$ cat src/rtl/rfd_pkg.sv
// Purpose: constants, types and decode functions of the rf driver modulation setting bank
// Assumes: apb byte address is four times the register index
// Notes:   resistances are normalized values times 100
package rfd_pkg;
  localparam int         ADDR_W       = 12;
  localparam int         RES_W        = 13;
  localparam int         DEPTH_W      = 6;
  localparam logic [7:0] IDX_SPACE    = 8'h00;
  localparam logic [7:0] IDX_STATUS   = 8'h01;
  localparam logic [7:0] IDX_DRV      = 8'h28;
  localparam logic [7:0] IDX_TGT      = 8'h29;
  localparam logic [7:0] RST_TX_DRV   = 8'h70;
  localparam logic [7:0] RST_AUX      = 8'h10;
  localparam logic [7:0] RST_TGT      = 8'h70;
  localparam logic [7:0] AUX_WR_MASK  = 8'hf8;
  localparam int         AUX_REG_OFF  = 7;
  localparam int         AUX_EXT_POL  = 6;
  localparam int         AUX_EXT_EN   = 5;
  localparam int         AUX_DRV_LM   = 4;
  localparam int         AUX_RESISTIVE_AMPLITUDE_MOD_EN   = 3;
  localparam int         NIB_HI       = 4;
  localparam logic [3:0] CODE_HIZ     = 4'hf;
  localparam logic [RES_W-1:0] RES_ONE  = 13'h0064;
  localparam logic [RES_W-1:0] RES_TWO  = 13'h00c8;
  localparam logic [RES_W-1:0] RES_FOUR = 13'h0190;

  typedef enum logic [2:0] {
    RFD_SRC_DRIVER, RFD_SRC_TGT_MOD, RFD_SRC_TGT_UNMOD, RFD_SRC_RESISTIVE_AMPLITUDE_MOD_EN, RFD_SRC_HIZ
  } rfd_src_t;

  function automatic logic [DEPTH_W-1:0] rfd_depth(input logic [3:0] code);
    case (code)
      4'hb:    rfd_depth = 6'h11;
      4'hc:    rfd_depth = 6'h13;
      4'hd:    rfd_depth = 6'h16;
      4'he:    rfd_depth = 6'h1a;
      4'hf:    rfd_depth = 6'h28;
      default: rfd_depth = 6'h05 + {2'h0, code};
    endcase
  endfunction : rfd_depth

  // codes 0 and 1 are undefined, treated as the lowest resistance
  function automatic logic [RES_W-1:0] rfd_drv_res(input logic [3:0] code);
    if (code >= 4'h5)      rfd_drv_res = RES_FOUR;
    else if (code >= 4'h3) rfd_drv_res = RES_TWO;
    else                   rfd_drv_res = RES_ONE;
  endfunction : rfd_drv_res

  function automatic logic [RES_W-1:0] rfd_tgt_res(input logic [3:0] code);
    case (code)
      4'h0:    rfd_tgt_res = 13'h0019;
      4'h1:    rfd_tgt_res = 13'h0032;
      4'h2:    rfd_tgt_res = 13'h0064;
      4'h3:    rfd_tgt_res = 13'h00c8;
      4'h4:    rfd_tgt_res = 13'h0131;
      4'h5:    rfd_tgt_res = 13'h0190;
      4'h6:    rfd_tgt_res = 13'h0280;
      4'h7:    rfd_tgt_res = 13'h0320;
      4'h8:    rfd_tgt_res = 13'h0393;
      4'h9:    rfd_tgt_res = 13'h042c;
      4'ha:    rfd_tgt_res = 13'h0500;
      4'hb:    rfd_tgt_res = 13'h0640;
      4'hc:    rfd_tgt_res = 13'h0855;
      4'hd:    rfd_tgt_res = 13'h0c80;
      4'he:    rfd_tgt_res = 13'h1900;
      default: rfd_tgt_res = 13'h0000;
    endcase
  endfunction : rfd_tgt_res
endpackage : rfd_pkg

$ cat src/rtl/rfd_drive_sel.sv
// Purpose: picks the live driver resistance and modulation settings
// Assumes: all inputs are on the register clock
// Notes:   purely combinational, the caller registers the results
`timescale 1ns/1ps
module rfd_drive_sel (
  input  wire logic [7:0]                tx_drv,          // transmit driver setting
  input  wire logic [7:0]                aux,             // auxiliary modulation setting
  input  wire logic [7:0]                tgt,             // target modulation resistance
  input  wire logic                      tx_modulate,     // reader modulation envelope
  input  wire logic                      loadmod_data,    // target load modulation signal
  input  wire logic                      target_mode,     // passive target mode active
  output logic [rfd_pkg::RES_W-1:0]      res,             // resistance times 100
  output logic                           hiz,             // driver in high impedance
  output rfd_pkg::rfd_src_t              src,             // resistance source
  output logic [rfd_pkg::DEPTH_W-1:0]    depth,           // regulator am depth percent
  output logic                           reg_am_on,       // regulator am enabled
  output logic                           resistive_amplitude_mod_en_on        // resistive am switched in
);
  import rfd_pkg::*;

  logic [3:0] nib;

  always_comb begin
    nib       = tgt[NIB_HI-1:0];
    reg_am_on = ~aux[AUX_REG_OFF];
    depth     = reg_am_on ? rfd_depth(tx_drv[7:NIB_HI]) : '0;
    resistive_amplitude_mod_en_on = 1'b0;
    if (target_mode && aux[AUX_DRV_LM]) begin
      nib = loadmod_data ? tgt[7:NIB_HI] : tgt[NIB_HI-1:0];
      src = loadmod_data ? RFD_SRC_TGT_MOD : RFD_SRC_TGT_UNMOD;
      res = rfd_tgt_res(nib);
      hiz = (nib == CODE_HIZ);
    end else begin
      res = rfd_drv_res(tx_drv[NIB_HI-1:0]);
      hiz = (tx_drv[NIB_HI-1:0] == CODE_HIZ);
      src = RFD_SRC_DRIVER;
      if (!target_mode && tx_modulate && aux[AUX_RESISTIVE_AMPLITUDE_MOD_EN]) begin
        resistive_amplitude_mod_en_on = 1'b1;
        src       = RFD_SRC_RESISTIVE_AMPLITUDE_MOD_EN;
      end
    end
    // a floating driver cannot switch resistance, so resistive am drops too
    if (hiz) begin
      src       = RFD_SRC_HIZ;
      res       = '0;
      resistive_amplitude_mod_en_on = 1'b0;
    end
  end
endmodule : rfd_drive_sel

$ cat src/rtl/rfd_regs.sv
// Purpose: apb register bank for rf driver modulation settings
// Assumes: apb4 slave, zero wait states, modulation inputs on pclk
// Notes:   the space select bit chooses which bank answers at 28h
`timescale 1ns/1ps
module rfd_regs (
  input  wire logic                       pclk,                     // bus clock
  input  wire logic                       presetn,                  // async reset, low
  input  wire logic                       psel,                     // apb select
  input  wire logic                       penable,                  // apb enable
  input  wire logic                       pwrite,                   // apb direction
  input  wire logic [rfd_pkg::ADDR_W-1:0] paddr,                    // apb byte address
  input  wire logic [31:0]                pwdata,                   // apb write data
  input  wire logic [3:0]                 pstrb,                    // apb byte strobes
  output logic [31:0]                     prdata,                   // apb read data
  output logic                            pready,                   // apb ready
  output logic                            pslverr,                  // apb error
  input  wire logic                       tx_modulate,              // reader envelope
  input  wire logic                       loadmod_data,             // target load mod
  input  wire logic                       target_mode_active,       // passive target mode
  input  wire logic [6:0]                 resistive_mod_resistance, // resistive am code
  output logic [rfd_pkg::DEPTH_W-1:0]     amplitude_mod_depth,      // percent
  output logic                            regulator_am_en,          // regulator am on
  output logic                            resistive_am_active,      // resistive am now
  output logic [6:0]                      resistive_mod_code,       // resistive am code
  output logic [rfd_pkg::RES_W-1:0]       antenna_driver_output_res, // x100
  output logic                            antenna_driver_output_hiz, // high impedance
  output logic [2:0]                      driver_res_source,        // live source
  output logic                            external_loadmod_pin,     // pin level
  output logic                            external_loadmod_pin_oe_n // pin enable, low
);
  import rfd_pkg::*;

  typedef struct packed {
    logic                space_b;
    logic [7:0]          tx_drv;
    logic [7:0]          aux;
    logic [7:0]          tgt;
    logic [31:0]         rdata;
    logic                err;
    logic [DEPTH_W-1:0]  depth;
    logic                reg_am;
    logic                resistive_amplitude_mod_en;
    logic [6:0]          res_code;
    logic [RES_W-1:0]    res;
    logic                hiz;
    rfd_src_t            src;
    logic                ext_pin;
    logic                ext_oe_n;
  } rfd_state_t;

  localparam rfd_state_t RESET_STATE = '{
    space_b:  1'b0,
    tx_drv:   RST_TX_DRV,
    aux:      RST_AUX,
    tgt:      RST_TGT,
    rdata:    32'h0000_0000,
    err:      1'b0,
    depth:    '0,
    reg_am:   1'b0,
    resistive_amplitude_mod_en:   1'b0,
    res_code: 7'h00,
    res:      '0,
    hiz:      1'b0,
    src:      RFD_SRC_DRIVER,
    ext_pin:  1'b0,
    ext_oe_n: 1'b1
  };

  rfd_state_t              state;
  rfd_state_t              next_state;
  logic [RES_W-1:0]        sel_res;
  logic                    sel_hiz;
  rfd_src_t                sel_src;
  logic [DEPTH_W-1:0]      sel_depth;
  logic                    sel_reg_am;
  logic                    sel_resistive_amplitude_mod_en;
  logic                    setup;
  logic                    access;
  logic [7:0]              idx;
  logic                    aligned;
  logic                    lane0;

  rfd_drive_sel u_sel (
    .tx_drv      (state.tx_drv),
    .aux         (state.aux),
    .tgt         (state.tgt),
    .tx_modulate (tx_modulate),
    .loadmod_data(loadmod_data),
    .target_mode (target_mode_active),
    .res         (sel_res),
    .hiz         (sel_hiz),
    .src         (sel_src),
    .depth       (sel_depth),
    .reg_am_on   (sel_reg_am),
    .resistive_amplitude_mod_en_on   (sel_resistive_amplitude_mod_en)
  );

  // index decode; word address bits above the index must be zero
  function automatic logic mapped(input logic [7:0] i, input logic sp_b);
    mapped = (i == IDX_SPACE) || (i == IDX_STATUS) || (i == IDX_DRV) ||
             ((i == IDX_TGT) && !sp_b);
  endfunction : mapped

  function automatic logic [31:0] read_word(input rfd_state_t s, input logic [7:0] i);
    read_word = 32'h0000_0000;
    case (i)
      IDX_SPACE:  read_word[0] = s.space_b;
      IDX_STATUS: read_word    = {14'h0000, s.resistive_amplitude_mod_en, s.reg_am, s.depth,
                                  4'h0, s.hiz, s.ext_pin, s.ext_oe_n, s.src};
      IDX_DRV:    read_word[7:0] = s.space_b ? (s.aux & AUX_WR_MASK)
                                             : s.tx_drv;
      IDX_TGT:    read_word[7:0] = s.tgt;
      default:    read_word = 32'h0000_0000;
    endcase
  endfunction : read_word

  always_comb begin
    next_state = state;
    setup      = psel && !penable;
    access     = psel && penable;
    idx        = paddr[9:2];
    aligned    = (paddr[1:0] == 2'b00) && (paddr[ADDR_W-1:10] == '0);
    lane0      = pstrb[0];

    // read data and error are caught in the setup cycle so they leave flops
    if (setup) begin
      next_state.err   = !(aligned && mapped(idx, state.space_b));
      // refused reads return zero, even where the index decodes in the other space
      next_state.rdata = (!pwrite && !next_state.err) ? read_word(state, idx)
                                                      : 32'h0000_0000;
    end

    // writes land only on the access edge, lane 0 carries every field
    if (access && pwrite && !state.err && lane0) begin
      case (idx)
        IDX_SPACE: next_state.space_b = pwdata[0];
        IDX_DRV: begin
          if (state.space_b)
            next_state.aux = pwdata[7:0] & AUX_WR_MASK;
          else
            next_state.tx_drv = pwdata[7:0];
        end
        // the host must load both nibbles before entering target mode
        IDX_TGT: next_state.tgt = pwdata[7:0];
        default: next_state.space_b = state.space_b;
      endcase
    end

    next_state.depth    = sel_depth;
    next_state.reg_am   = sel_reg_am;
    next_state.resistive_amplitude_mod_en   = sel_resistive_amplitude_mod_en;
    next_state.res_code = sel_resistive_amplitude_mod_en ? resistive_mod_resistance : 7'h00;
    next_state.res      = sel_res;
    next_state.hiz      = sel_hiz;
    next_state.src      = sel_src;

    // disabled pin floats, so the level is parked low
    if (state.aux[AUX_EXT_EN]) begin
      next_state.ext_pin  = loadmod_data ^ state.aux[AUX_EXT_POL];
      next_state.ext_oe_n = 1'b0;
    end else begin
      next_state.ext_pin  = 1'b0;
      next_state.ext_oe_n = 1'b1;
    end
  end

  always_ff @(posedge pclk or negedge presetn) begin
    if (!presetn) begin
      state <= RESET_STATE;
    end else begin
      state <= next_state;
    end
  end

  assign prdata                    = state.rdata;
  assign pready                    = psel && penable;
  assign pslverr                   = psel && penable && state.err;
  assign amplitude_mod_depth       = state.depth;
  assign regulator_am_en           = state.reg_am;
  assign resistive_am_active       = state.resistive_amplitude_mod_en;
  assign resistive_mod_code        = state.res_code;
  assign antenna_driver_output_res = state.res;
  assign antenna_driver_output_hiz = state.hiz;
  assign driver_res_source         = state.src;
  assign external_loadmod_pin      = state.ext_pin;
  assign external_loadmod_pin_oe_n = state.ext_oe_n;
endmodule : rfd_regs

$ cat config.mk
export PLATFORM = sky130hd
export DESIGN_NAME = rfd_regs
export DESIGN_NICKNAME = d
export VERILOG_FILES = /design/src/rtl/rfd_pkg.sv /design/src/rtl/rfd_drive_sel.sv /design/src/rtl/rfd_regs.sv
export SDC_FILE = /design/constraint.sdc
export NUM_CORES = 1
export LEC_CHECK = 0
export ABC_AREA = 0
export BUFFER_PORTS_ARGS = -buffer_cell sky130_fd_sc_hd__buf_2
export CAP_MARGIN = 15
export CORE_MARGIN = 8
export CORE_UTILIZATION = 40
export CTS_CLUSTER_DIAMETER = 30
export DETAILED_ROUTE_END_ITERATION = 10
export PLACE_DENSITY = 0.64
export SYNTH_ARGS = -nofsm -noshare
export SYNTH_HDL_FRONTEND = slang
export SYNTH_SLANG_ARGS = --single-unit
$ cat constraint.sdc
create_clock -name pclk -period 2.4 [get_ports pclk]
set_clock_uncertainty 0.1 [all_clocks]
set_input_delay 0.48 -clock pclk [delete_from_list [all_inputs] [get_ports pclk]]
set_output_delay 0.48 -clock pclk [all_outputs]
set_load 0.1 [all_outputs]
==> results of run 1 <==
[area by class of cell]
cell class	instances	area share, %
sequential	72	40.3
multi-input combinational	235	36.9
timing repair buffer	107	13.0
tap	133	3.70
clock buffer	9	2.76
clock inverter	7	2.67
inverter	8	0.668
[flip-flops by register name (all words and copies together), names as in the netlist]
| register | flops |
|---|---|
| amplitude_mod_depth | 6 |
| antenna_driver_output_hiz | 1 |
| antenna_driver_output_res | 13 |
| driver_res_source | 2 |
| external_loadmod_pin | 1 |
| external_loadmod_pin_oe_n | 1 |
| prdata | 16 |
| regulator_am_en | 1 |
| resistive_am_active | 1 |
| resistive_mod_code | 7 |
| state | 23 |
[logic make-up (layout without fill, tap and decap cells)]
kind of cell / after synthesis / after routing / share of synthesized area [%]
and+or+nand+nor: 109 / 109 / 14.5
other: 1 / 16 / 0.0945
buffers and inverters: 82 / 131 / 13.9
xor gates and xnor gates: 2 / 2 / 0.442
DFF: 72 / 72 / 45.7
adders and majority gates: 10 / 10 / 3.15
muxes: 37 / 37 / 10.9
AOI/OAI and AO/OA: 61 / 61 / 11.3
[power by group through the flow]
stage                     combinational (uW)  sequential, uW  clock, uW
final                                    232            1210       1160
after global routing                     247            1210       1250
after CTS                                233            1210       1190
after detailed placement                 232            1240          0
after global placement                   227            1240          0
after floorplan                          173            1240          0
[metal layers]
layer	track usage (%)	vias to the layer above	routed length, microns
met1	17.9	1325	4110
li1	-	1363	-
met3	3.86	13	572
met4	5.69	0	163
met5	0	-	0
met2	22.4	81	4400
[synth_stat cells (all sizes together) (8+ instances only)]
library cell / count / area share, %
ha: 10 / 3.2
nand2: 25 / 2.4
nor2: 27 / 2.6
nor3: 10 / 1.3
and2: 10 / 1.6
dfrtp: 64 / 40
clkbuf: 9 / 0.85
a21oi: 13 / 1.6
o21ai: 8 / 1.0
inv: 8 / 0.76
mux2: 26 / 8.1
buf: 65 / 12
mux2i: 11 / 2.8
dfstp: 8 / 5.3
a22o: 17 / 3.8
[worst reg2reg max path: stages (launching register included)]
cell,delay [ps]
dfrtp_1,420
or4b_4,530
or4_4,650
mux2_4,340
[metrics by stage]
step | setup WS (ps) | cell area [sq um] | instances | TNS (ps) | total power [uW]
floorplan | 47.7 | 4020 | 389 | 0 | 1410
global placement | -4.58 | 4250 | 555 | -19.2 | 1460
detailed placement | -25.5 | 4250 | 555 | -118 | 1470
CTS | 254 | 4500 | 571 | 0 | 2640
global route | 220 | 4500 | 571 | 0 | 2710
finish | 258 | 4500 | 571 | 0 | 2610
[worst paths after layout]
path | from | to | slack, ps | depth (start not counted)
setup / recovery | state[34] | state[90] | 260 | 3
hold / removal | presetn | prdata[5] | 30 | 2
setup reg to reg | state[34] | state[90] | 260 | 3
hold reg to reg | state[80] | external_loadmod_pin_oe_n | 330 | 1
max in group asynchronous | presetn | antenna_driver_output_res[3] | 1650 | 2
min in group pclk | resistive_mod_resistance[4] | resistive_mod_code[4] | 230 | 2
==> metrics.md, run 1 <==
| Metric | Value |
|---|---|
| Initial antenna violation count | `0` |
| Distinct cell type count after synthesis | `50` |
| Filler instances | `between 900 and 1k` |
| Slew Limit Fails | `0` |
| Synthesized flop and latch total | `72` |
| Comb power frac | `8.9%` |
| First-pass GRT wire length | `14.6 mm` |
| Final Util | `46.4%` |
| # DRC | `0` |
| Via count | `2782` |
| Clk pwr share | `44.6%` |
| Outcome | `finished, final reports clean` |
| Worst Max-Slew Pin Slew | `576 ps` |
| Clock Sinks | `72` |
| Routed len/inst | `16.2 microns` |
| Hold crit path type | `input port to async pin` |
| Post-Syn Area per Cell | `between 10 and 15 sq um` |
| Vias in the first global route | `~2.8k` |
| Worst setup EP type | `flop` |
| Largest net degree at the start of global routing | `48` |
| Final nets | `506` |
| Gpl congestion | `0.830` |
| CP required | `2530 ps` |
| Pwr/cell area | `580 nW/um^2` |
| TritonRoute pass-1 iters | `4` |
| DP HPWL | `roughly 7.1 mm` |
| Seq/Total Area, Yosys | `45.7%` |
| Reg area | `1810 sq um` |
| Layout area overhead | `13.3%` |
| Sequential power share | `46.5%` |
| Area of the multi-input gates | `1660 sq um` |
| Die area | `13400 sq um` |
| Leakage power | `0.00225 uW` |
| Largest fanout on the critical path | `8` |
| CTS H-Tree Depth | `3` |
| 1st-iter DRT viols | `198` |
| CP bufs+invs | `0` |
| Sw frac | `25.4%` |
| Highest Clock Rate | `467 MHz` |
| Core Box Area | `9680 sq um` |
| Global-route usage over all layers | `14.2%` |
| Port bufs | `87` |
| Die Y | `about 120 microns` |
| Tmin final | `approximately 2100 ps` |
| Diodes inserted | `0` |
| Leading cell type in the layout, fill and taps excluded | `buf_2` |
| Max incr delay on CP | `650 ps` |
| Cts bufs inserted | `9` |
| Mapped Area | `3970 sq um` |
| Relative slew slack | `between 60% and 70%` |
| Cell Rows | `36` |
| CTS tree | `done` |
| Synth async-reset ratio | `100%` |
| Post-synth EDFFs | `0` |
| Post-synth top flop | `dfrtp_1` |
| Cts hold-fix bufs | `0` |
| Most frequent cells in the layout | `buf_2 (87), dfrtp_1 (64), nor2_1 (27)` |
| Die Width | `116 microns` |
| Cell count after synthesis | `374` |
| Avg Vias per Cell | `4.87` |
| Final wirelength | `around 9.2 mm` |
| Critical Path AT | `2270 ps` |
| Worst-path clk slew | `80 ps` |
| MaxCap Viol Count | `0` |
| P_int | `about 1900 uW` |
| Initial cell density of the core | `41.0%` |
| CP max-delay cell | `or4_4` |
| Clock Tree Buf Depth | `2` |
| Startpoint Class | `flop` |
| Layout cell share with drive strength beyond 1 | `around 37%` |
| Crit share post-route | `89.2%` |
| Post-cts resize count | `0` |
| Root Buffer | `clkbuf_8` |
| VDD IR-drop max | `roughly 0.00028 V` |
| Kind of cell adding the most delay to the critical path | `simple AND/OR/NAND/NOR gates` |
| Syn. warnings | `0` |
| Ports | `131` |
| Crit Path Class | `flop to flop` |
| Worst hold margin | `between 30 and 40 ps` |
| P_sw | `663 uW` |
| RSZ-0062 raised after global routing | `no` |
| Total gr overflow | `0` |
| Antenna-violating nets left | `0` |
| Worst-skew pair later-pin latency | `350 ps` |
| Final number of setup-violating endpoints | `0` |
| Hold Vio Cnt, Final | `0` |
| Post-CTS Setup Inserts | `0` |
| Crit path cell chain | `or4b_4 -> or4_4 -> mux2_4` |
(Power assumes the default switching activity.)
==> run 2, diff against run 1 <==
Settings changed: BUFFER_PORTS_ARGS -buffer_cell sky130_fd_sc_hd__buf_2 to unset, CTS_BUF_LIST set to sky130_fd_sc_hd__clkbuf_8, DONT_BUFFER_PORTS set to 1, PLACE_DENSITY 0.64 to 0.52.
==> run 2 against run 1 <==
  * Register-to-register slack lost 20 ps
  * Routed wire length down 0.50%
  * Global-route usage grew 0.23 points
  * Sequential share of layout area grew 0.99 points
  * Critical path type unchanged
  * Largest cell class unchanged
==> metrics.md, run 2 (same netlist as run 1, synthesis figures left out) <==
| Metric | Value |
|---|---|
| Vias in the first global route | `2782` |
| Most frequent cells in the layout | `dfrtp_1 (63), buf_4 (59), nor2_1 (27)` |
| Relative slew slack | `64.8%` |
| Largest fanout on the critical path | `8` |
| RSZ-0062 raised after global routing | `no` |
| Met1 WL | `4.08 mm` |
| Final number of setup-violating endpoints | `0` |
| Initial antenna violation count | `0` |
| Via count | `2616` |
| Core Box Area | `~9700 sq um` |
| Placed Cells | `between 500 and 600` |
| RR Endpoint | `state[90]` |
| TritonRoute pass-1 iters | `4` |
| Startpoint Class | `flop` |
| Place WS | `just over 80 ps` |
| Cts bufs inserted | `9` |
| Max layer used | `met4` |
| Initial cell density of the core | `41.0%` |
| Final wirelength | `between 9 and 10 mm` |
| CTS H-Tree Depth | `3` |
| Crit path cell chain | `or4b_4 -> or4_4 -> mux2_4` |
| Leading cell type in the layout, fill and taps excluded | `dfrtp_1` |
| DP HPWL | `6.84 mm` |
| Worst-path clk slew | `80 ps` |
| Setup ws final | `236 ps` |
| # DRC | `0` |
| Die Y | `116 microns` |
| CP max-delay cell | `or4_4` |
| CP required | `2520 ps` |
| Worst Max-Slew Pin Slew | `528 ps` |
| Clock Tree Buf Depth | `2` |
| Biggest register | `state` |
| Max incr delay on CP | `660 ps` |
| Worst R2R Setup Slack | `240 ps` |
| 1st-iter DRT viols | `150` |
| VDD IR-drop max | `0.000242 V` |
| Worst setup EP type | `flop` |
| First-pass GRT wire length | `14.9 mm` |
| Layout area overhead | `10.7%` |
| Fin area | `roughly 4400 sq um` |
| Tot Pwr | `between 2000 and 2500 uW` |
| Hold depth | `1` |
| Port bufs | `0` |
| Worst-skew pair later-pin latency | `340 ps` |
| HP Start | `resistive_mod_resistance[4]` |
| Crit Path Class | `flop to flop` |
| Layout cell share with drive strength beyond 1 | `30.0%` |
| Clock Sinks | `72` |
| Ports | `about 130` |
| Root Buffer | `clkbuf_8` |
| CP startpoint | `state[34]` |
| Critical Path AT | `between 2000 and 2500 ps` |
| Slew Limit Fails | `0` |
| CTS tree | `done` |
| Tmin final | `2160 ps` |
| Final nets | `461` |
| Final setup TNS | `0 ps` |
| Largest net degree at the start of global routing | `73` |
| Largest register FFs | `23` |
| Pwr/cell area | `562 nW/um^2` |
| Diodes inserted | `0` |
| Outcome | `finished, final reports clean` |
| Worst R2R Path Depth | `3` |
| Cell Rows | `36` |
| Hold crit path type | `input port to flop` |
| Met3 wire length | `845 microns` |
| Gpl congestion | `0.828` |
| Worst r2r src | `state[34]` |
| Avg Vias per Cell | `4.97` |
| Antenna-violating nets left | `0` |
| Crit share post-route | `90.2%` |
| Hold Vio Cnt, Final | `0` |
| MaxCap Viol Count | `0` |
| DP Area | `between 4000 and 5000 sq um` |
| Die area | `13400 sq um` |
| Die Width | `116 microns` |
| Highest Clock Rate | `462 MHz` |
| Total gr overflow | `0` |
| Detail Route met2 WL | `about 4.2 mm` |
| Leakage power | `0.00208 uW` |
| Global-route usage over all layers | `14.4%` |
| Routed len/inst | `approximately 17 microns` |
| Worst hold path endpoint | `resistive_mod_code[4]` |
| Non-filler instance count after layout | `around 530` |
run 2: stage by stage:
stage | hold slack (ps) | utilization (%)
6_report | 162 | 45.3
5_1_grt | 139 | 45.3
4_1_cts | 143 | 45.3
3_5_place_dp | 89.9 | 42.6
3_3_place_gp | 90.2 | 42.6
2_1_floorplan | 84.4 | -
run 2: worst max-delay path by stage:
| stage | slack, ps | cells after the start | to |
|---|---|---|---|
| 5_1_grt | 180 | 3 | state[90] |
| 4_1_cts | 240 | 3 | state[90] |
| 2_1_floorplan | 50 | 7 | antenna_driver_output_res[7] |
| 3_3_place_gp | 90 | 4 | state[90] |
| 6_report | 240 | 3 | state[90] |
| 3_5_place_dp | 80 | 4 | state[85] |
run 2: report_power, final:
| group | switching [uW] | internal (uW) | total [uW] |
|---|---|---|---|
| Clock | 456 | 610 | 1070 |
| Sequential | 0.122 | 1210 | 1210 |
| Combinational | 165 | 22.2 | 187 |
| Total | 621 | 1850 | 2470 |
run 2: per-layer routing:
metal	vias up	global-route usage, %
met5	-	0
met4	0	5.25
met3	5	5.37
met2	77	22.0
met1	1275	18.1
li1	1259	-
run 2: worst max-delay path, delay by kind of cell, from the launching register on:
kind          cells  cell delay, ps
simple gates      2            1210
flops             1             410
mux               1             330
run 2: layout make-up:
class                   instances  area, sq um
flip-flops and latches         72         1810
inverters                       8         30.0
clock buffers                  10          138
clock inverters                 6         85.1
multi-input cells             235         1660
fillers                       934         5290
well taps                     133          166
repair buffers                 62          500
run 2: repair_timing:
action	CTS	global route
gates resized for setup	0	0
buffers inserted	0	0
endpoints found under the hold margin	72	0
hold buffers	2	0
==> run 3, diff against run 2 <==
Clock period 2.4 ns to 2.1 ns, I/O delays scaled along.
==> run 3 against run 2 <==
  * The run now ends with hold timing left
  * Via count increased by 2.8%
  * Largest power group unchanged
  * Fmax increased by 7.6%
  * Total power increased by 8.4%
  * Routed wire length decreased by 0.51%
  * First-iteration DRC count decreased by 2.7%
  * Sequential power increased by 15%
  * Sequential share of layout area decreased by 0.48 points
  * Worst hold slack got worse by 490 ps
  * Global-route usage decreased by 0.21 points
  * Final cell count increased by 1.5%
  * Die area unchanged
  * Non-clock buffer count increased by 8
==> metrics.md, run 3 (same netlist as run 1, synthesis figures left out) <==
| Metric | Value |
|---|---|
| Outcome | `finished with violations` |
| Failing checks | `hold timing` |
| CP endpoint | `state[90]` |
| DP HPWL | `6.83 mm` |
| Die area | `approximately 13000 sq um` |
| Die Y | `between 100 and 150 microns` |
| Initial cell density of the core | `41.0%` |
| Worst-path clk slew | `about 70 ps` |
| Relative slew slack | `between 50% and 60%` |
| Hold Vio Cnt, Final | `72` |
| # DRC | `0` |
| Clock Tree Buf Depth | `2` |
| Avg Vias per Cell | `roughly 5` |
| Root Buffer | `clkbuf_8` |
| Hold crit path type | `input port to async pin` |
| Via count | `2689` |
| Die Width | `116 microns` |
| Cts bufs inserted | `9` |
| Largest fanout on the critical path | `8` |
| Largest net degree at the start of global routing | `73` |
| Initial antenna violation count | `0` |
| First-pass GRT wire length | `between 10 and 15 mm` |
| Worst r2r src | `state[34]` |
| Highest Clock Rate | `about 500 MHz` |
| Core Box Area | `9680 sq um` |
| Worst Max-Slew Pin Slew | `between 600 and 700 ps` |
| Port bufs | `0` |
| Worst hold margin | `-329 ps` |
| Pwr/cell area | `602 nW/um^2` |
| CTS tree | `done` |
| Antenna-violating nets left | `0` |
| Final number of setup-violating endpoints | `0` |
| Post-CTS Setup Inserts | `0` |
| Gpl congestion | `0.828` |
| Tmin final | `2010 ps` |
| Crit share post-route | `a little over nine tenths` |
| Leading cell type in the layout, fill and taps excluded | `buf_4` |
| Leakage power | `0.00211 uW` |
| Worst setup EP type | `flop` |
| Ports | `131` |
| RSZ-0062 raised after global routing | `no` |
| Total gr overflow | `0` |
| Diodes inserted | `0` |
| Largest register FFs | `23` |
| Slew Limit Fails | `0` |
| Final nets | `469` |
| Startpoint Class | `flop` |
| Biggest register | `state` |
| Cell Rows | `36` |
| Routed len/inst | `17.1 microns` |
| Final wirelength | `9.15 mm` |
| Worst R2R Setup Slack | `90 ps` |
| 1st-iter DRT viols | `about 150` |
| Vias in the first global route | `2693` |
| Worst R2R Path Depth | `3` |
| CTS H-Tree Depth | `3` |
| VDD IR-drop max | `approximately 0.00027 V` |
| Layout area overhead | `12.0%` |
| CP required | `approximately 2200 ps` |
| Global-route usage over all layers | `between 10% and 20%` |
| Critical Path AT | `2140 ps` |
| MaxCap Viol Count | `0` |
| Most frequent cells in the layout | `buf_4 (68), dfrtp_1 (63), nor2_1 (27)` |
| CP startpoint | `state[34]` |
| Worst-skew pair later-pin latency | `350 ps` |
| Final setup TNS | `0 ps` |
| RR Endpoint | `state[90]` |
| Clock Sinks | `72` |
| Tot Pwr | `2670 uW` |
| Layout cell share with drive strength beyond 1 | `31.9%` |
| TritonRoute pass-1 iters | `4` |
| Crit Path Class | `flop to flop` |
-- run 3: repair_timing --
item	in CTS	in global routing
resized for setup	0	0
endpoints found under the setup margin	0	0
hold endpoints to repair	72	72
-- run 3: how the worst min path moves through the flow --
stage | to | slack (ps) | cells after the start
6_report | antenna_driver_output_res[12] | -330 | 0
2_1_floorplan | amplitude_mod_depth[0] | 20 | 0
3_5_place_dp | state[74] | 30 | 0
3_3_place_gp | state[74] | 30 | 0
5_1_grt | antenna_driver_output_res[11] | -370 | 0
4_1_cts | antenna_driver_output_res[12] | -360 | 0
-- run 3: metrics by stage --
step                util (%)  std cells  setup slack (ps)  area [sq um]
CTS                     45.9        534              86.7          4440
finish                  45.9        534              89.3          4440
floorplan                  -        389             -10.3          4050
global route            45.9        534              59.6          4440
global placement        43.8        518             -63.4          4240
detailed placement      43.8        518             -42.9          4240
-- run 3: metal layers --
metal | global-route usage [%] | up-vias | part of all wire [%]
li1 | - | 1283 | -
met1 | 17.9 | 1289 | 45
met2 | 20.8 | 106 | 43
met3 | 5.99 | 11 | 9.8
met4 | 6.04 | 0 | 1.4
met5 | 0 | - | 0
-- run 3: critical path, cell delays in order, from the launching register on --
cell,delay (ps)
dfrtp_1,390
or4b_4,520
or4_4,550
mux2_4,330
-- run 3: power by group --
part | switching [uW] | internal (uW) | leakage [uW]
registers | 0.119 | 1390 | 0.000939
clock network | 498 | 601 | 0.000112
logic | 163 | 23.0 | 0.00106
total | 661 | 2010 | 0.00211
-- run 3: layout make-up --
cell class              count  area (sq um)
fillers                   913          5240
flip-flops and latches     72          1810
multi-input cells         235          1680
repair buffers             70           551
well taps                 133           166
clock buffers              11           151
clock inverters             5          47.5
inverters                   8          30.0
